`src/core/piopb_pkg.sv`:
```
// Purpose: Constants and types for the parallel I/O port bank.
// Assumes: Nine ports of up to 16 lines, AXI4-Lite register access.
// Notes: One state time is one i_clk_sys cycle.
// Overview of operation
// Ports 0 and 1 are two bytes each, port 2 has 16 lines, port 3 has 15 lines without line 14, ports 4, 6, 7 and 8 have 8 lines.
// Port 5 is sixteen input-only lines with no driver and no direction.
// Ports 2, 3, 4, 6, 7 and 8 select push-pull or open-drain per bit.
// An open-drain pin only drives low and otherwise lets the line go.
// Every pin level is sampled into its input latch each state time, in either direction.
// For an input pin a write goes only to the output latch and a read returns the sampled pin.
// For an input pin a read-modify-write reads the sampled pin and stores the result in the output latch.
// Direction 1 enables the driver, so a write reaches latch and pin and a read returns the latch.
// For an output pin a read-modify-write reads the latch and writes the latch, changing the pin.
// TTL or CMOS thresholds are chosen per byte, one bit for byte ports, two bits for ports 2, 3 and 5.
// The threshold choice never restricts direction or driver mode.
// After reset every pin is an input.
// An alternate output is ANDed with the port latch, except for PWM outputs.
// An output pin used as alternate input shows the output latch level.
// After reset drivers are push-pull and thresholds are TTL.
package piopb_pkg;

    localparam int NPORT = 9;
    localparam int PW    = 16;
    localparam int AW    = 12;

    typedef logic [NPORT-1:0][PW-1:0] piopb_bank_t;

    localparam logic [7:0]  OFS_PORT_STRIDE = 8'h10;
    localparam logic [3:0]  OFS_DATA        = 4'h0;
    localparam logic [3:0]  OFS_DIR         = 4'h4;
    localparam logic [3:0]  OFS_ODS         = 4'h8;
    localparam logic [3:0]  OFS_RMW         = 4'hC;
    localparam logic [AW-1:0] OFS_THR_MAIN  = 12'h100;
    localparam logic [AW-1:0] OFS_THR_EXT   = 12'h104;

    localparam int THR_MAIN_W = 8;
    localparam int THR_EXT_W  = 6;

    localparam logic [PW-1:0] RST_LATCH = 16'h0000;
    localparam logic [PW-1:0] RST_DIR   = 16'h0000;
    localparam logic [PW-1:0] RST_ODS   = 16'h0000;
    localparam logic [THR_MAIN_W-1:0] RST_THR_MAIN = 8'h00;
    localparam logic [THR_EXT_W-1:0]  RST_THR_EXT  = 6'h00;

    // Lines that exist, port 8 at the left
    localparam piopb_bank_t PORT_IMPL = {
        16'h00FF, 16'h00FF, 16'h00FF, 16'hFFFF, 16'h00FF,
        16'hBFFF, 16'hFFFF, 16'hFFFF, 16'hFFFF};
    localparam logic [NPORT-1:0] DIR_CAP = 9'h1DF;
    localparam logic [NPORT-1:0] OD_CAP  = 9'h1DC;

    localparam logic [1:0] RESP_OKAY   = 2'h0;
    localparam logic [1:0] RESP_SLVERR = 2'h2;

    typedef struct packed {
        logic          awvalid;
        logic [AW-1:0] awaddr;
        logic          wvalid;
        logic [31:0]   wdata;
        logic [3:0]    wstrb;
        logic          bready;
        logic          arvalid;
        logic [AW-1:0] araddr;
        logic          rready;
    } piopb_axi_req_t;

    typedef struct packed {
        logic        awready;
        logic        wready;
        logic        bvalid;
        logic [1:0]  bresp;
        logic        arready;
        logic        rvalid;
        logic [31:0] rdata;
        logic [1:0]  rresp;
    } piopb_axi_rsp_t;

endpackage

```
`src/core/piopb_sync.sv`:
```
// Purpose: Three-stage pin synchroniser with agreement filter.
// Assumes: Inputs are asynchronous to i_clk_sys.
// Notes: Output moves only where stages two and three agree.
`timescale 1ns/1ps
module piopb_sync #(
    parameter int W = 144
) (
    input  wire logic         i_clk_sys,
    input  wire logic         i_sys_rst,
    input  wire logic [W-1:0] i_d,
    output logic      [W-1:0] o_q
);

    logic [W-1:0] s1;
    logic [W-1:0] s2;
    logic [W-1:0] s3;

    // Elaboration-time refusal of an empty pin vector
    if (W < 1) begin : g_bad_width
        $error("piopb_sync width must be positive");
    end

    always_ff @(posedge i_clk_sys) begin
        if (i_sys_rst) begin
            s1  <= '0;
            s2  <= '0;
            s3  <= '0;
            o_q <= '0;
        end else begin
            s1  <= i_d;
            s2  <= s1;
            s3  <= s2;
            o_q <= (s2 & ~(s2 ^ s3)) | (o_q & (s2 ^ s3));
        end
    end

endmodule

```
`src/core/piopb_top.sv`:
```
// Purpose: Parallel I/O port bank with AXI4-Lite registers.
// Assumes: Pins resolved outside from o_pin_out and o_pin_oe.
// Notes: Pin outputs lag register writes by one cycle.
`timescale 1ns/1ps
module piopb_top (
    input  wire logic                  i_clk_sys,
    input  wire logic                  i_sys_rst,
    input  wire piopb_pkg::piopb_axi_req_t i_axi,
    output piopb_pkg::piopb_axi_rsp_t  o_axi,
    input  wire piopb_pkg::piopb_bank_t i_pin_in,
    output piopb_pkg::piopb_bank_t     o_pin_out,
    output piopb_pkg::piopb_bank_t     o_pin_oe,
    input  wire piopb_pkg::piopb_bank_t i_alt_oe,
    input  wire piopb_pkg::piopb_bank_t i_alt_out,
    input  wire piopb_pkg::piopb_bank_t i_alt_pwm,
    output piopb_pkg::piopb_bank_t     o_alt_in,
    output logic [7:0]                 o_thr_main,
    output logic [5:0]                 o_thr_ext
);

    piopb_pkg::piopb_bank_t latch;
    piopb_pkg::piopb_bank_t dir;
    piopb_pkg::piopb_bank_t ods;
    piopb_pkg::piopb_bank_t in_lat;
    piopb_pkg::piopb_bank_t drive;

    logic [piopb_pkg::AW-1:0] awaddr_q;
    logic [31:0]              wdata_q;
    logic [3:0]               wstrb_q;
    logic                     wr_fire;
    logic                     ar_fire;
    logic                     w_ok;
    logic [3:0]               wport;
    logic [15:0]              rmw_mask;
    logic [15:0]              rmw_val;
    logic [31:0]              next_rdata;
    logic                     r_ok;

    // Value software sees when it reads a port
    function automatic logic [15:0] rd_view(
        input logic [15:0] d,
        input logic [15:0] l,
        input logic [15:0] p,
        input logic [15:0] m
    );
        rd_view = ((d & l) | (~d & p)) & m;
    endfunction

    function automatic logic [15:0] merge(
        input logic [15:0] old,
        input logic [15:0] nw,
        input logic [1:0]  strb
    );
        merge = {strb[1] ? nw[15:8] : old[15:8],
                 strb[0] ? nw[7:0]  : old[7:0]};
    endfunction

    function automatic logic reg_ok(
        input logic [piopb_pkg::AW-1:0] a,
        input logic                     wr
    );
        logic [3:0] p;
        logic       hit;
        p   = a[7:4];
        hit = 1'b0;
        if (a == piopb_pkg::OFS_THR_MAIN) begin
            hit = 1'b1;
        end else if (a == piopb_pkg::OFS_THR_EXT) begin
            hit = 1'b1;
        end else if (a[11:8] == 4'h0 && p < 4'(piopb_pkg::NPORT)) begin
            case (a[3:0])
                piopb_pkg::OFS_DATA: begin
                    hit = !wr || piopb_pkg::DIR_CAP[p];
                end
                piopb_pkg::OFS_DIR: begin
                    hit = piopb_pkg::DIR_CAP[p];
                end
                piopb_pkg::OFS_ODS: begin
                    hit = piopb_pkg::OD_CAP[p];
                end
                piopb_pkg::OFS_RMW: begin
                    hit = piopb_pkg::DIR_CAP[p];
                end
                default: begin
                    hit = 1'b0;
                end
            endcase
        end
        reg_ok = hit;
    endfunction

    piopb_sync #(
        .W(piopb_pkg::NPORT * piopb_pkg::PW)
    ) u_sync (
        .i_clk_sys(i_clk_sys),
        .i_sys_rst(i_sys_rst),
        .i_d      (i_pin_in),
        .o_q      (in_lat)
    );

    // Bus handshakes; one write and one read outstanding
    assign wr_fire = !o_axi.awready && !o_axi.wready && !o_axi.bvalid;
    assign ar_fire = i_axi.arvalid && o_axi.arready;
    assign w_ok    = reg_ok(awaddr_q, 1'b1);
    assign wport   = w_ok ? awaddr_q[7:4] : 4'h0;
    assign r_ok    = reg_ok(i_axi.araddr, 1'b0);

    always_ff @(posedge i_clk_sys) begin
        if (i_sys_rst) begin
            o_axi.awready <= 1'b1;
            o_axi.wready  <= 1'b1;
            o_axi.bvalid  <= 1'b0;
            o_axi.bresp   <= piopb_pkg::RESP_OKAY;
            o_axi.arready <= 1'b1;
            o_axi.rvalid  <= 1'b0;
            o_axi.rdata   <= 32'h0000_0000;
            o_axi.rresp   <= piopb_pkg::RESP_OKAY;
            awaddr_q      <= 12'h000;
            wdata_q       <= 32'h0000_0000;
            wstrb_q       <= 4'h0;
        end else begin
            if (i_axi.awvalid && o_axi.awready) begin
                o_axi.awready <= 1'b0;
                awaddr_q      <= i_axi.awaddr;
            end
            if (i_axi.wvalid && o_axi.wready) begin
                o_axi.wready <= 1'b0;
                wdata_q      <= i_axi.wdata;
                wstrb_q      <= i_axi.wstrb;
            end
            if (wr_fire) begin
                o_axi.bvalid <= 1'b1;
                o_axi.bresp  <= w_ok ? piopb_pkg::RESP_OKAY
                                     : piopb_pkg::RESP_SLVERR;
            end
            if (o_axi.bvalid && i_axi.bready) begin
                o_axi.bvalid  <= 1'b0;
                o_axi.awready <= 1'b1;
                o_axi.wready  <= 1'b1;
            end
            if (ar_fire) begin
                o_axi.arready <= 1'b0;
                o_axi.rvalid  <= 1'b1;
                o_axi.rdata   <= next_rdata;
                o_axi.rresp   <= r_ok ? piopb_pkg::RESP_OKAY
                                      : piopb_pkg::RESP_SLVERR;
            end
            if (o_axi.rvalid && i_axi.rready) begin
                o_axi.rvalid  <= 1'b0;
                o_axi.arready <= 1'b1;
            end
        end
    end

    always_comb begin
        logic [3:0] rp;
        rp         = i_axi.araddr[7:4];
        next_rdata = 32'h0000_0000;
        if (!r_ok) begin
            next_rdata = 32'h0000_0000;
        end else if (i_axi.araddr == piopb_pkg::OFS_THR_MAIN) begin
            next_rdata[7:0] = o_thr_main;
        end else if (i_axi.araddr == piopb_pkg::OFS_THR_EXT) begin
            next_rdata[5:0] = o_thr_ext;
        end else begin
            case (i_axi.araddr[3:0])
                piopb_pkg::OFS_DATA: begin
                    next_rdata[15:0] = rd_view(dir[rp], latch[rp],
                        in_lat[rp], piopb_pkg::PORT_IMPL[rp]);
                end
                piopb_pkg::OFS_DIR: begin
                    next_rdata[15:0] = dir[rp];
                end
                piopb_pkg::OFS_ODS: begin
                    next_rdata[15:0] = ods[rp];
                end
                default: begin
                    next_rdata = 32'h0000_0000;
                end
            endcase
        end
    end

    // Upper half of the word selects bits, lower half gives them
    always_comb begin
        rmw_mask = wdata_q[31:16] & {{8{wstrb_q[3]}}, {8{wstrb_q[2]}}};
        rmw_val  = ((rd_view(dir[wport], latch[wport], in_lat[wport],
                     piopb_pkg::PORT_IMPL[wport]) & ~rmw_mask) |
                    (wdata_q[15:0] & rmw_mask)) &
                   piopb_pkg::PORT_IMPL[wport];
    end

    always_ff @(posedge i_clk_sys) begin
        if (i_sys_rst) begin
            latch <= {piopb_pkg::NPORT{piopb_pkg::RST_LATCH}};
        end else if (wr_fire && w_ok) begin
            if (awaddr_q[3:0] == piopb_pkg::OFS_DATA &&
                awaddr_q[11:8] == 4'h0) begin
                // Latch written in either direction
                latch[wport] <= merge(latch[wport], wdata_q[15:0],
                    wstrb_q[1:0]) & piopb_pkg::PORT_IMPL[wport];
            end else if (awaddr_q[3:0] == piopb_pkg::OFS_RMW &&
                         awaddr_q[11:8] == 4'h0) begin
                latch[wport] <= rmw_val;
            end
        end
    end

    always_ff @(posedge i_clk_sys) begin
        if (i_sys_rst) begin
            dir <= {piopb_pkg::NPORT{piopb_pkg::RST_DIR}};
        end else if (wr_fire && w_ok && awaddr_q[11:8] == 4'h0 &&
                     awaddr_q[3:0] == piopb_pkg::OFS_DIR) begin
            dir[wport] <= merge(dir[wport], wdata_q[15:0],
                wstrb_q[1:0]) & piopb_pkg::PORT_IMPL[wport];
        end
    end

    always_ff @(posedge i_clk_sys) begin
        if (i_sys_rst) begin
            ods <= {piopb_pkg::NPORT{piopb_pkg::RST_ODS}};
        end else if (wr_fire && w_ok && awaddr_q[11:8] == 4'h0 &&
                     awaddr_q[3:0] == piopb_pkg::OFS_ODS) begin
            ods[wport] <= merge(ods[wport], wdata_q[15:0],
                wstrb_q[1:0]) & piopb_pkg::PORT_IMPL[wport];
        end
    end

    // Threshold bits only go out to the pad cells
    always_ff @(posedge i_clk_sys) begin
        if (i_sys_rst) begin
            o_thr_main <= piopb_pkg::RST_THR_MAIN;
            o_thr_ext  <= piopb_pkg::RST_THR_EXT;
        end else if (wr_fire && w_ok && wstrb_q[0]) begin
            if (awaddr_q == piopb_pkg::OFS_THR_MAIN) begin
                o_thr_main <= wdata_q[7:0];
            end
            if (awaddr_q == piopb_pkg::OFS_THR_EXT) begin
                o_thr_ext <= wdata_q[5:0];
            end
        end
    end

    // PWM bypasses the latch so its duty is not gated
    assign drive = (i_alt_oe & i_alt_out & (latch | i_alt_pwm)) |
                   (~i_alt_oe & latch);

    // Driver depends on dir, ods and drive only, never on thresholds
    always_ff @(posedge i_clk_sys) begin
        if (i_sys_rst) begin
            o_pin_oe  <= '0;
            o_pin_out <= '0;
            o_alt_in  <= '0;
        end else begin
            o_pin_oe  <= dir & ~(ods & drive);
            o_pin_out <= drive & ~ods & piopb_pkg::PORT_IMPL;
            o_alt_in  <= (dir & latch) | (~dir & in_lat);
        end
    end
endmodule

```
`config.mk`:
```
export PLATFORM = sky130hd
export DESIGN_NAME = piopb_top
export DESIGN_NICKNAME = d
export VERILOG_FILES = /design/src/core/piopb_pkg.sv /design/src/core/piopb_sync.sv /design/src/core/piopb_top.sv
export SDC_FILE = /design/constraint.sdc
export NUM_CORES = 2
export LEC_CHECK = 0
export BUFFER_PORTS_ARGS = -buffer_cell sky130_fd_sc_hd__clkbuf_2
export CELL_PAD_IN_SITES_DETAIL_PLACEMENT = 1
export CELL_PAD_IN_SITES_GLOBAL_PLACEMENT = 2
export CORE_AREA = 2 2 435 437
export CTS_CLUSTER_DIAMETER = 100
export DETAILED_ROUTE_END_ITERATION = 12
export DIE_AREA = 0 0 437 439
export MAX_ROUTING_LAYER = met4
export PLACE_DENSITY_LB_ADDON = 0.15
export SKIP_LAST_GASP = 1
export SYNTH_ARGS = -nofsm -noshare
export SYNTH_HDL_FRONTEND = slang
export SYNTH_SLANG_ARGS = --single-unit
```
`constraint.sdc`:
```
create_clock -name i_clk_sys -period 7 [get_ports i_clk_sys]
set_input_delay 0.7 -clock i_clk_sys [delete_from_list [all_inputs] [get_ports i_clk_sys]]
set_output_delay 0.7 -clock i_clk_sys [all_outputs]
set_load 0.01 [all_outputs]
```
==> flow_results.org <==
** Outcome
- The run finished with clean final reports.

** STA
- The final number of max-transition violations is 0.
- Between clock sinks in the finished design, the worst skew comes to 69.86 ps.
- Final setup violation count :: 0
- The worst pin sits at a relative slew slack of 13.80%.
- For the finished layout, the period the worst path requires is 4723 ps.
- The hold violation count in the final report is 0.
- Highest clock frequency the design can meet :: 211.7 MHz
- At the pin with the least slew margin, the transition time is 1292 ps.
- Post-Route Setup TNS :: 0 ps
- Dividing the final minimum period by the clock period gives 67.48%.
- Setup repair after global routing left no endpoint under its margin.

** Floorplanning
- Chip width :: 437 um
- Die ar. :: 191,800 um^2
- Core outline area :: 187,000 um^2
- 1,130 I/O pins were placed.
- The initial utilization of the core area, before any placement, comes to 31.82%.
- Number of cell rows :: 159
- Measured along the y axis, the die boundary spans 439 um.

** Cells and area
- The post-route netlist has 23.87% of its cells at a drive strength greater than 1.
- Final cell utilization of the core :: 39.44%
- # fillers :: 21,560
- Final #Nets :: 8,049
- Compared with the post-synthesis result, the final layout area differs by 23.96%.

** Synth
- Among all flip-flop cells after synthesis, the most frequent one is sky130_fd_sc_hd__dfxtp_1.
- Number of flops mapped to enable cells by yosys :: 0
- By area the synthesized netlist is led by sky130_fd_sc_hd__dfxtp_1, sky130_fd_sc_hd__a21oi_1, sky130_fd_sc_hd__mux4_2, sky130_fd_sc_hd__nand2_1, sky130_fd_sc_hd__mux2i_1.
- Cell accounting for the most synthesized area :: sky130_fd_sc_hd__dfxtp_1
- Yosys printed 0 warnings.
- Fraction of synthesized cell area taken by the top area cell type :: 50.26%
- The share of the Yosys chip area taken by registers is 50.26%.
- After synthesis, the share of flip-flops with an asynchronous set or reset is 0%.
- Area of the mapped netlist :: 59,510 um^2
- Number of flip-flops and latches in the synthesized netlist :: 1,494
- Post-synthesis average cell area :: 9.346 um^2
- The cell count after synthesis came out at 6,367.
- Synthesis instantiated 89 different standard cells from the library.

** CTS
- Clock tree synthesis inserted a total of 170 buffers.
- Post-CTS clock slew at the launch and capture registers of the worst setup and hold paths :: 60 ps
- CTS tree :: yes
- CTS placed an instance of sky130_fd_sc_hd__clkbuf_16 at the clock tree root.
- Worst-Skew Late Latency :: 860 ps
- The H-tree was split into 4 levels.
- Once the clock tree was built, the resizer swapped 0 gates to a different size.
- Number of clock sinks :: 1,494
- Buffer levels on the longest clock path :: 3

** GRT
- Entering global routing, the biggest net connects 202 pins.
- Vias in the first global route :: 55,820
- After global routing the overflow that remains totals 0.
- Total global-route track usage :: 37.70%
- Global-route wire length before repair :: 485,300 um
- The number of antenna violations at the first check in global routing was 61.

** Drt
- Met1 wire length :: 152,700 um
- DRT iter0 DRCs :: 6,705
- Top routing layer in use :: met4
- Via density per instance :: 5.721
- In the routed design, unresolved DRC markers number 0.
- For this run, the detailed router's first-pass iteration total came to 6.
- In the detailed route, the total length drawn on met3 is 33,020 um.
- The detail route stage leaves a number of antenna-violating nets equal to 0.
- After detailed routing, the average wire length per cell comes to 36.07 um.
- In the detailed route, the total length drawn on met2 is 160,400 um.
- Via count :: 57,640
- Total wire length :: 363,400 um

** Worst setup path
- Together, buffers and inverters on the worst path number 3.
- The worst setup path is captured at a flip-flop.
- Critical Path Start :: awaddr_q[10]
- STA puts the critical path data arrival time at 5460 ps.
- Critical Setup Path Class :: flip-flop to flip-flop
- For this design, the slowest cell found on the critical path is sky130_fd_sc_hd__a221oi_1.
- The most numerous cell type found on the critical path is sky130_fd_sc_hd__buf_4.
- In this run the worst path has a maximum fanout of 22.
- Worst reg2reg path startpoint :: awaddr_q[10]
- In this design, the largest share of critical-path delay is due to compound AO/OA/AOI/OAI gates.
- Data required time of the worst path :: 7740 ps
- Traced cell by cell, the critical path runs through nor2_2 > buf_4 > nand2_2 > buf_4 > buf_4 > nor3_1 > a221oi_1 > o22ai_1 > a21o_1 > a211oi_2 > a22o_1.
- Startpoint type of the worst setup path :: flip-flop
- The largest single stage delay on the critical path is 910 ps.

** Power and ir drop
- Power dissipated by switching net loads :: 5.253 mW
- Maximum vdd drop :: 0.0001759 V
- Total power per unit cell area :: 268.0 nW/um^2
- Of the total power, the share spent switching nets is 26.57%.
- Of the total power, registers draw 44.4%.
- The internal power of the cells totals 14.52 mW.
- Combinational logic burns 8.5% of the power.
- Clock group share of total power :: 47.1%
- In this run the static leakage power is 29.15 nW.

** Placement
- Detailed-placement wirelength estimate :: 281,300 um
- Buffers placed on the I/O ports in this run total 1,078.
- The congestion estimate from routability-driven global placement came to 1.027.

** Hold path
- The startpoint identified for the worst hold timing path is i_pin_in[78].
- Hold Path Class :: primary input to flip-flop

** Run
- Max-cap violation count :: 0
state kept, by name, summed over array words and instances (netlist names), named ones only:
register / count
awaddr_q: 12
dir: 144
latch: 144
o_alt_in: 144
o_axi: 23
o_pin_oe: 144
o_pin_out: 111
o_thr_ext: 6
o_thr_main: 8
ods: 144
u_sync.s1: 144
u_sync.s2: 144
u_sync.s3: 144
wdata_q: 32
wstrb_q: 4
repair_timing:
item | in CTS | in global routing
setup buffers | 0 | 0
endpoints found under the hold margin | 15 | 0
hold buffers | 15 | 0
cell usage after synthesis, drive strengths merged (7+ instances only):
library cell / instances
o21ai: 302
a221oi: 11
o2bb2ai: 8
clkbuf: 269
nor3b: 123
nor2: 420
dfxtp: 1494
a211oi: 14
nand2: 804
nor2b: 442
nand2b: 14
o31ai: 30
nand3: 64
o32ai: 8
o22ai: 87
a2bb2oi: 9
mux4: 141
a22oi: 33
a41oi: 14
a32oi: 11
mux2: 52
or2: 7
and3: 82
a21o: 13
nor3: 38
a31oi: 30
and2: 42
a31o: 26
o31a: 7
o211a: 31
o21a: 12
mux2i: 278
buf: 167
a21oi: 851
nand4: 73
o221ai: 29
o211ai: 8
a32o: 22
a22o: 45
or3: 8
inv: 175
a41o: 13
path summary, 6_finish.rpt:
| path | slack, ps | depth (start not counted) | end |
|---|---|---|---|
| max | 2280 | 11 | latch[40] |
| max reg2reg | 2280 | 11 | latch[40] |
| min reg2reg | 430 | 1 | u_sync.s2[114] |
| min | 60 | 2 | u_sync.s1[78] |
through the flow:
| step | std cells | setup WS [ps] | total power [mW] | area (um^2) | hold slack [ps] |
|---|---|---|---|---|---|
| after floorplan | 6417 | 4078 | 9.758 | 59690 | 413.8 |
| after global placement | 9714 | 2560 | 10.58 | 67690 | 419.2 |
| after detailed placement | 9714 | 2724 | 10.59 | 67690 | 424.9 |
| after CTS | 10040 | 2651 | 19.85 | 73680 | 0.1827 |
| after global routing | 10070 | 2506 | 20.32 | 73750 | 34.10 |
| final | 10070 | 2277 | 19.77 | 73760 | 62.16 |
worst reg2reg max path, stage by stage (launching register included):
cell,delay [ps]
sky130_fd_sc_hd__dfxtp_1,400
sky130_fd_sc_hd__nor2_2,50
sky130_fd_sc_hd__buf_4,240
sky130_fd_sc_hd__nand2_2,110
sky130_fd_sc_hd__buf_4,350
sky130_fd_sc_hd__buf_4,560
sky130_fd_sc_hd__nor3_1,330
sky130_fd_sc_hd__a221oi_1,910
sky130_fd_sc_hd__o22ai_1,540
sky130_fd_sc_hd__a21o_1,290
sky130_fd_sc_hd__a211oi_2,590
sky130_fd_sc_hd__a22o_1,230
cells in the final DEF (no fill, tap or decap), drive strengths merged, types with 12 or more instances in the layout:
master,synthesis,final
a211oi,14,14
a21o,13,13
a21oi,851,851
a22o,45,45
a22oi,33,33
a31o,26,26
a31oi,30,30
a32o,22,22
a41o,13,13
a41oi,14,14
and2,42,42
and3,82,82
buf,167,164
bufinv,0,12
clkbuf,269,1320
clkinv,2,44
conb,1,51
dfxtp,1494,1494
diode,0,34
dlygate4sd3,0,15
inv,175,179
mux2,52,52
mux2i,278,278
mux4,141,141
nand2,804,804
nand2b,14,14
nand3,64,64
nand4,73,73
nor2,420,420
nor2b,442,442
nor3,38,38
nor3b,123,123
o211a,31,31
o21a,12,12
o21ai,302,302
o221ai,29,29
o22ai,87,87
o31ai,30,30
routing by layer:
metal | GRT usage (%) | vias up
met2 | 56.34 | 3169
met4 | 16.68 | 0
met1 | 48.57 | 29460
li1 | - | 24420
met3 | 8.562 | 593
met5 | - | -
cell families after synthesis:
family	count (synthesis)	share of synthesized area (%)
compound gates	1652	16.71
mux	471	11.01
other cells	1	0.006302
buf+inv	613	4.426
flops	1494	50.26
simple gates	2136	17.58
power groups by stage:
| stage | combinational [mW] | sequential, mW | clock (mW) |
|---|---|---|---|
| 2_1_floorplan | 0.859 | 8.90 | 0 |
| 5_1_grt | 1.75 | 8.78 | 9.79 |
| 3_5_place_dp | 1.63 | 8.96 | 0 |
| 6_report | 1.69 | 8.78 | 9.31 |
| 4_1_cts | 1.65 | 8.77 | 9.43 |
| 3_3_place_gp | 1.62 | 8.96 | 0 |
layout make-up:
cell class	instances	area (um^2)	share of cell area (%)
clock inverter	65	949.7	1.287
clock buffer	246	4891	6.631
antenna	34	85.08	0.1153
multi-input combinational	4310	27300	37.01
tap	2495	3122	4.232
timing repair buffer	1253	6825	9.253
sequential	1494	29920	40.56
inverter	177	671.9	0.9109
Note: power is estimated with default switching activity, not from simulation.
